### config.mk
export PLATFORM = sky130hd
export DESIGN_NAME = cub_unbalance
export DESIGN_NICKNAME = d
export VERILOG_FILES = /design/src/hdl/cub_tick.v /design/src/hdl/cub_unbalance.v
export VERILOG_INCLUDE_DIRS = /design/src /design/src/include
export SDC_FILE = /design/constraint.sdc
export NUM_CORES = 1
export LEC_CHECK = 0
export ABC_AREA = 1
export BUFFER_PORTS_ARGS = -buffer_cell sky130_fd_sc_hd__buf_2
export CAP_MARGIN = 20
export CORE_MARGIN = 4
export CORE_UTILIZATION = 34
export CTS_CLUSTER_SIZE = 8
export DETAILED_ROUTE_END_ITERATION = 12
export SLEW_MARGIN = 20
export SYNTH_ARGS = -nofsm -noshare
export SYNTH_HDL_FRONTEND = slang
export SYNTH_SLANG_ARGS = --single-unit
### constraint.sdc
create_clock -name clk -period 7.9 [get_ports clk]
set_input_delay 1.58 -clock clk [delete_from_list [all_inputs] [get_ports clk]]
set_output_delay 1.58 -clock clk [all_outputs]
set_load 0.01 [all_outputs]
### src/include/cub_defines.vh
`ifndef CUB_DEFINES_VH
`define CUB_DEFINES_VH
// current samples: unsigned, rated current In = CUB_RATED counts
`define CUB_IW 16
`define CUB_RATED 16'd1000
// 10 % and 150 % of rated current
`define CUB_LO_LIM 16'd100
`define CUB_HI_LIM 16'd1500
// start current difference setting, percent
`define CUB_DIFF_MIN 7'd10
`define CUB_DIFF_MAX 7'd90
`define CUB_DIFF_DEF 7'd50
// trip delay setting, milliseconds
`define CUB_DLY_MIN 16'd100
`define CUB_DLY_MAX 16'd60000
`define CUB_DLY_DEF 16'd100
// clock 50 MHz: cycles per millisecond
`define CUB_CLK_KHZ 50000
`define CUB_MS_CYC 16'd50000
// event codes
`define CUB_EV_START 1'b0
`define CUB_EV_TRIP 1'b1
`endif

### src/hdl/cub_tick.v
`timescale 1ns/1ps
`include "cub_defines.vh"
// millisecond tick; restarts when clr is high so the first tick is a full ms
module cub_tick
#(
    parameter [15:0] CYC_PER_MS = `CUB_MS_CYC
)
(
    input wire clk, // clock
    input wire sys_rst, // async reset
    input wire clr, // restart the interval
    output reg tick_q // one-cycle pulse each ms
);
    reg [15:0] cnt_q;
    always @(posedge clk or posedge sys_rst)
    begin
        if (sys_rst)
        begin
            cnt_q <= 16'h0000;
            tick_q <= 1'b0;
        end
        else if (clr)
        begin
            cnt_q <= 16'h0000;
            tick_q <= 1'b0;
        end
        else if (cnt_q == CYC_PER_MS - 16'h0001)
        begin
            cnt_q <= 16'h0000;
            tick_q <= 1'b1;
        end
        else
        begin
            cnt_q <= cnt_q + 16'h0001;
            tick_q <= 1'b0;
        end
    end
endmodule // cub_tick

### src/hdl/cub_unbalance.v
`timescale 1ns/1ps
`include "cub_defines.vh"
module cub_unbalance
#(
    parameter [15:0] CYC_PER_MS = `CUB_MS_CYC
)
(
    input wire clk, // 50 MHz clock
    input wire sys_rst, // async reset, high
    input wire sample_valid, // new phase values present
    input wire [`CUB_IW-1:0] phase1_rms, // phase 1 fundamental rms
    input wire [`CUB_IW-1:0] phase2_rms, // phase 2 fundamental rms
    input wire [`CUB_IW-1:0] phase3_rms, // phase 3 fundamental rms
    input wire operation_on, // operation setting, 0 = Off
    input wire start_only, // start signal only setting
    input wire [6:0] diff_setting, // start current difference, percent
    input wire [15:0] delay_ms, // trip delay, ms
    input wire block_input, // user-logic blocking
    output reg general_start_out, // general start
    output reg general_trip_out, // general trip
    output reg event_valid, // one-cycle event strobe
    output reg event_id, // 0 start, 1 trip
    output reg event_value, // new value, 1 = on
    output reg current_sufficient, // max above 10 percent In
    output reg current_not_fault // max below 150 percent In
);
    localparam EV_IDLE = 1'b0;
    localparam EV_TRIP_DUE = 1'b1;

    reg [`CUB_IW-1:0] max_q;
    reg [`CUB_IW-1:0] min_q;
    reg unbal_q;
    reg [6:0] diff_eff;
    reg [15:0] dly_eff;
    reg [15:0] ms_q;
    reg start_d;
    reg trip_d;
    reg ev_state_q;
    wire tick;
    wire enabled;
    wire [`CUB_IW-1:0] max_d;
    wire [`CUB_IW-1:0] min_d;
    wire [3*`CUB_IW-1:0] phase_all;
    wire [4*`CUB_IW-1:0] max_chain;
    wire [4*`CUB_IW-1:0] min_chain;
    wire [`CUB_IW+6:0] lhs;
    wire [`CUB_IW+6:0] rhs;
    genvar g;

    assign enabled = operation_on & ~block_input;

    // phases packed so the max/min chain is one loop over channels
    assign phase_all = {phase3_rms, phase2_rms, phase1_rms};
    assign max_chain[`CUB_IW-1:0] = {`CUB_IW{1'b0}};
    assign min_chain[`CUB_IW-1:0] = {`CUB_IW{1'b1}};

    generate
        for (g = 0; g < 3; g = g + 1)
        begin : g_phase
            wire [`CUB_IW-1:0] ph;
            wire [`CUB_IW-1:0] mx_in;
            wire [`CUB_IW-1:0] mn_in;
            assign ph = phase_all[g*`CUB_IW +: `CUB_IW];
            assign mx_in = max_chain[g*`CUB_IW +: `CUB_IW];
            assign mn_in = min_chain[g*`CUB_IW +: `CUB_IW];
            assign max_chain[(g+1)*`CUB_IW +: `CUB_IW] =
                (ph > mx_in) ? ph : mx_in;
            assign min_chain[(g+1)*`CUB_IW +: `CUB_IW] =
                (ph < mn_in) ? ph : mn_in;
        end
    endgenerate

    assign max_d = max_chain[3*`CUB_IW +: `CUB_IW];
    assign min_d = min_chain[3*`CUB_IW +: `CUB_IW];

    // out-of-range settings clamp to the nearest limit
    always @*
    begin
        if (diff_setting < `CUB_DIFF_MIN)
        begin
            diff_eff = `CUB_DIFF_MIN;
        end
        else if (diff_setting > `CUB_DIFF_MAX)
        begin
            diff_eff = `CUB_DIFF_MAX;
        end
        else
        begin
            diff_eff = diff_setting;
        end
    end

    // a zero delay would let trip follow start at once
    always @*
    begin
        if (delay_ms < `CUB_DLY_MIN)
        begin
            dly_eff = `CUB_DLY_MIN;
        end
        else if (delay_ms > `CUB_DLY_MAX)
        begin
            dly_eff = `CUB_DLY_MAX;
        end
        else
        begin
            dly_eff = delay_ms;
        end
    end

    // 100*(max-min) > diff*max, done in integers to avoid a divider
    assign lhs = {7'h00, max_q - min_q} * 23'd100;
    assign rhs = {7'h00, max_q} * {16'h0000, diff_eff};

    always @(posedge clk or posedge sys_rst)
    begin
        if (sys_rst)
        begin
            max_q <= {`CUB_IW{1'b0}};
            min_q <= {`CUB_IW{1'b0}};
            current_sufficient <= 1'b0;
            current_not_fault <= 1'b0;
        end
        else if (sample_valid)
        begin
            max_q <= max_d;
            min_q <= min_d;
            current_sufficient <= (max_d > `CUB_LO_LIM);
            current_not_fault <= (max_d < `CUB_HI_LIM);
        end
    end

    // settings act on the held sample, so a changed limit applies at once
    always @(posedge clk or posedge sys_rst)
    begin
        if (sys_rst)
        begin
            unbal_q <= 1'b0;
        end
        else
        begin
            unbal_q <= (lhs > rhs);
        end
    end

    always @*
    begin
        start_d = enabled & unbal_q & current_sufficient
            & current_not_fault;
        // delay counts from start, which is itself one sample late;
        // the settable range hides that few-cycle algorithm time
        trip_d = start_d & ~start_only
            & ((ms_q >= dly_eff) | general_trip_out);
    end

    cub_tick #(
        .CYC_PER_MS(CYC_PER_MS)
    ) u_tick (
        .clk(clk),
        .sys_rst(sys_rst),
        .clr(~start_d),
        .tick_q(tick)
    );

    always @(posedge clk or posedge sys_rst)
    begin
        if (sys_rst)
        begin
            ms_q <= 16'h0000;
        end
        else if (~start_d)
        begin
            ms_q <= 16'h0000;
        end
        else if (tick && ms_q != 16'hffff)
        begin
            ms_q <= ms_q + 16'h0001;
        end
    end

    always @(posedge clk or posedge sys_rst)
    begin
        if (sys_rst)
        begin
            general_start_out <= 1'b0;
            general_trip_out <= 1'b0;
        end
        else
        begin
            general_start_out <= start_d;
            general_trip_out <= trip_d;
        end
    end

    // one event per cycle: when start and trip change together the
    // trip event waits and then reports the settled trip level
    always @(posedge clk or posedge sys_rst)
    begin
        if (sys_rst)
        begin
            ev_state_q <= EV_IDLE;
            event_valid <= 1'b0;
            event_id <= `CUB_EV_START;
            event_value <= 1'b0;
        end
        else
        begin
            case (ev_state_q)
                EV_IDLE:
                begin
                    if (start_d != general_start_out)
                    begin
                        event_valid <= 1'b1;
                        event_id <= `CUB_EV_START;
                        event_value <= start_d;
                        if (trip_d != general_trip_out)
                        begin
                            ev_state_q <= EV_TRIP_DUE;
                        end
                    end
                    else if (trip_d != general_trip_out)
                    begin
                        event_valid <= 1'b1;
                        event_id <= `CUB_EV_TRIP;
                        event_value <= trip_d;
                    end
                    else
                    begin
                        event_valid <= 1'b0;
                    end
                end
                EV_TRIP_DUE:
                begin
                    if (start_d != general_start_out)
                    begin
                        event_valid <= 1'b1;
                        event_id <= `CUB_EV_START;
                        event_value <= start_d;
                    end
                    else
                    begin
                        event_valid <= 1'b1;
                        event_id <= `CUB_EV_TRIP;
                        event_value <= general_trip_out;
                        if (trip_d == general_trip_out)
                        begin
                            ev_state_q <= EV_IDLE;
                        end
                    end
                end
            endcase
        end
    end
endmodule // cub_unbalance

==> metrics.cfg <==
[timing]
setup_tns_ps = 0
worst_pin_slew_ps = 966.8
fmax_mhz = 134.3
hold_viol = 0
finClkSkew_ps = 7.051
slew_headroom = 0.3515
slew_viol_final = 0
setup_ws_ps = 456.7
setup_viol = 0
fin_crit_ps = 7443
finalCritPeriodShare = 0.9422

[detailed_routing]
wire_per_inst_um = 12.90
vias_per_cell = 4.759
drtAntennaViolNets = 0
dr.first_iter.drc_count = 492
drc = 0
routed-via-count = 10650
first_pass_iters = 4
routed_wirelength_um = 28880

[clock_network]
cts_buffers = 9
clkTransAtPathRegs_ps = 60
clock_latency_ps = 350
numClockSinks = 74
clk_path_buf_depth = 2
root_buffer = clkbuf_16
cts_tree = yes
htree_levels = 3

[critical_path]
cp_max_fo = 6
crit_buf_inv = 6
cpPeakStageDelay_ps = 590
start_kind = input pin
criticalPathCategory = in2reg
critPathRequiredTime_ps = 8130
critPathSlowestCell = fa_1
rrSetupSlack_ps = 1630
cpLargestDelayFamily = adder cells
end_kind = flip-flop
cp.arrival_ps = 7670

[layout]
multi_input_area_um2 = 8977
regArea_um2 = 1852
fin_cells = 2238
layout_common_cells = inv_1 (330), nand2_1 (327), ha_1 (209), nor2_1 (152), a21oi_1 (111)
stdcell_area_um2 = 13560
syn_to_final_growth_pct = 10.99
n_antenna_cell = 0
final_nets = 2139
final_common_cell = inv_1
drive_above_1_share = 0.09342
n_fill_cell = 3710

[placement]
dpl_cell_area_um2 = 13200
placement.io_buffers = 83
pre_cts_ws_ps = -224.5
gp_congestion = 0.8599
dpl.hpwl_um = 25120
dp.cells = 2219

[logic_synthesis]
synth-seq-cells = 74
synth_mux_area_frac = 0
synthCells = 1687
synth_cell_types = 49
synth_top_family_by_area = adder cells
synth-simple-area-share = 0.2314
syn_area_per_cell_um2 = 7.240
syn_nets = 2054
synth_compound_area_frac = 0.1162
synthAdderAreaFrac = 0.3469
yosys.area_share.xor_xnor = 0.03729
synth_ff_type = dfrtp_1
yosys_warnings = 0
syn_area_um2 = 12210
synth_edf_count = 0
seq_area_frac_synth = 0.1516
synthArstFlopShare = 1.000

[floorplanning]
die_w_um = 197.5
coreArea_um2 = 35480
io_pins = 84
die_y_um = 197.5
rows = 69
initial_utilization = 0.3442
die_area_um2 = 39020

[global_route]
grt_max_degree = 75
grt_pass1_vias = 10430
grtUsageTotal = 0.1509
grt_pass1_wl_um = 49190
antenna_found_initial = 0
grt.overflow.total = 0

[flow_run]
maxCapViolCount = 0

[run_status]
status = completed

[worst_hold_path]
hp-class = reg2reg

[cells in the mapped netlist, drive strengths merged (2+ instances only)]
| cell type | number | area share |
|---|---|---|
| nand3b | 6 | 0.0037 |
| nand4 | 10 | 0.0051 |
| o221ai | 2 | 0.0014 |
| a211oi | 8 | 0.0049 |
| a2111oi | 2 | 0.0014 |
| and2 | 4 | 0.0020 |
| nor3b | 7 | 0.0047 |
| o21bai | 9 | 0.0055 |
| o2111ai | 2 | 0.0014 |
| clkbuf | 22 | 0.0068 |
| nand2 | 338 | 0.11 |
| nor2 | 154 | 0.048 |
| fa | 81 | 0.13 |
| o21a | 5 | 0.0031 |
| o21ai | 82 | 0.037 |
| dfrtp | 74 | 0.15 |
| o31ai | 4 | 0.0025 |
| xor2 | 38 | 0.027 |
| a31oi | 5 | 0.0026 |
| xnor2 | 14 | 0.010 |
| nor3 | 45 | 0.019 |
| a21oi | 113 | 0.046 |
| o211ai | 6 | 0.0037 |
| a21o | 3 | 0.0018 |
| buf | 10 | 0.0060 |
| a21boi | 4 | 0.0028 |
| nor4 | 9 | 0.0051 |
| inv | 337 | 0.10 |
| ha | 209 | 0.21 |
| nand3 | 81 | 0.035 |
[layout make-up]
cell class / count / area share
clock buffer: 10 / 0.01689
multi-input combinational: 1243 / 0.6622
inverter: 338 / 0.09359
timing repair buffer: 106 / 0.04338
sequential: 74 / 0.1366
clock inverter: 6 / 0.004799
tap: 461 / 0.04255
[logic make-up (layout without fill, tap and decap cells)]
family / after synthesis / count (layout)
XOR/XNOR: 52 / 52
AND/OR/NAND/NOR: 654 / 654
AO/OA/AOI/OAI: 247 / 247
buffers and inverters: 370 / 460
adder cells (fa/ha/maj): 290 / 290
flip-flops: 74 / 74
[worst paths after layout]
| check | from | end | cells after the start |
|---|---|---|---|
| setup / recovery | diff_setting[2] | unbal_q | 33 |
| hold / removal | u_tick.cnt_q[0] | u_tick.cnt_q[0] | 1 |
| setup reg to reg | max_q[0] | unbal_q | 30 |
| hold reg to reg | u_tick.cnt_q[0] | u_tick.cnt_q[0] | 1 |
| max in group asynchronous | sys_rst | min_q[14] | 3 |
| min in group asynchronous | sys_rst | event_value | 3 |
[sequential cells by signal, summed over array words and instances (netlist names)]
| register | flops |
|---|---|
| general_start_out | 1 |
| event_value | 1 |
| max_q | 16 |
| event_id | 1 |
| current_sufficient | 1 |
| general_trip_out | 1 |
| current_not_fault | 1 |
| u_tick.tick_q | 1 |
| unbal_q | 1 |
| ev_state_q | 1 |
| min_q | 16 |
| ms_q | 16 |
| event_valid | 1 |
| u_tick.cnt_q | 16 |
[worst reg2reg max path: cells and delay by family, from the launching register on]
family,cells,cell delay [ps]
compound gates,10,1890
xor+xnor,2,490
fa+ha+maj,7,2370
buf+inv,6,510
flops,1,440
simple gates,5,470
[stage by stage]
stage	hold slack (ps)	utilization
2_1_floorplan	432.9	-
3_3_place_gp	455.7	0.3720
3_5_place_dp	454.6	0.3720
4_1_cts	463.2	0.3803
5_1_grt	477.5	0.3821
6_report	461.1	0.3821
[per-layer routing]
metal  GRT usage  up-vias  routed length, um
li1            -     5570                  -
met3     0.02371       34               1156
met1      0.2047     4887              13940
met5           0        -                  0
met4     0.04999        0                745
met2      0.2469      159              13040
[repair_timing]
| action | 4_1_cts | 5_1_grt |
|---|---|---|
| setup buffers | 0 | 3 |
| hold buffers | 0 | 0 |
| endpoints found under the setup margin | 0 | 1 |
| endpoints found under the hold margin | 0 | 0 |
| gates resized for setup | 0 | 11 |
Power is left out: the tool's default activity adds up to more than one toggle a clock period on the data nets, which glitch-free logic cannot reach.
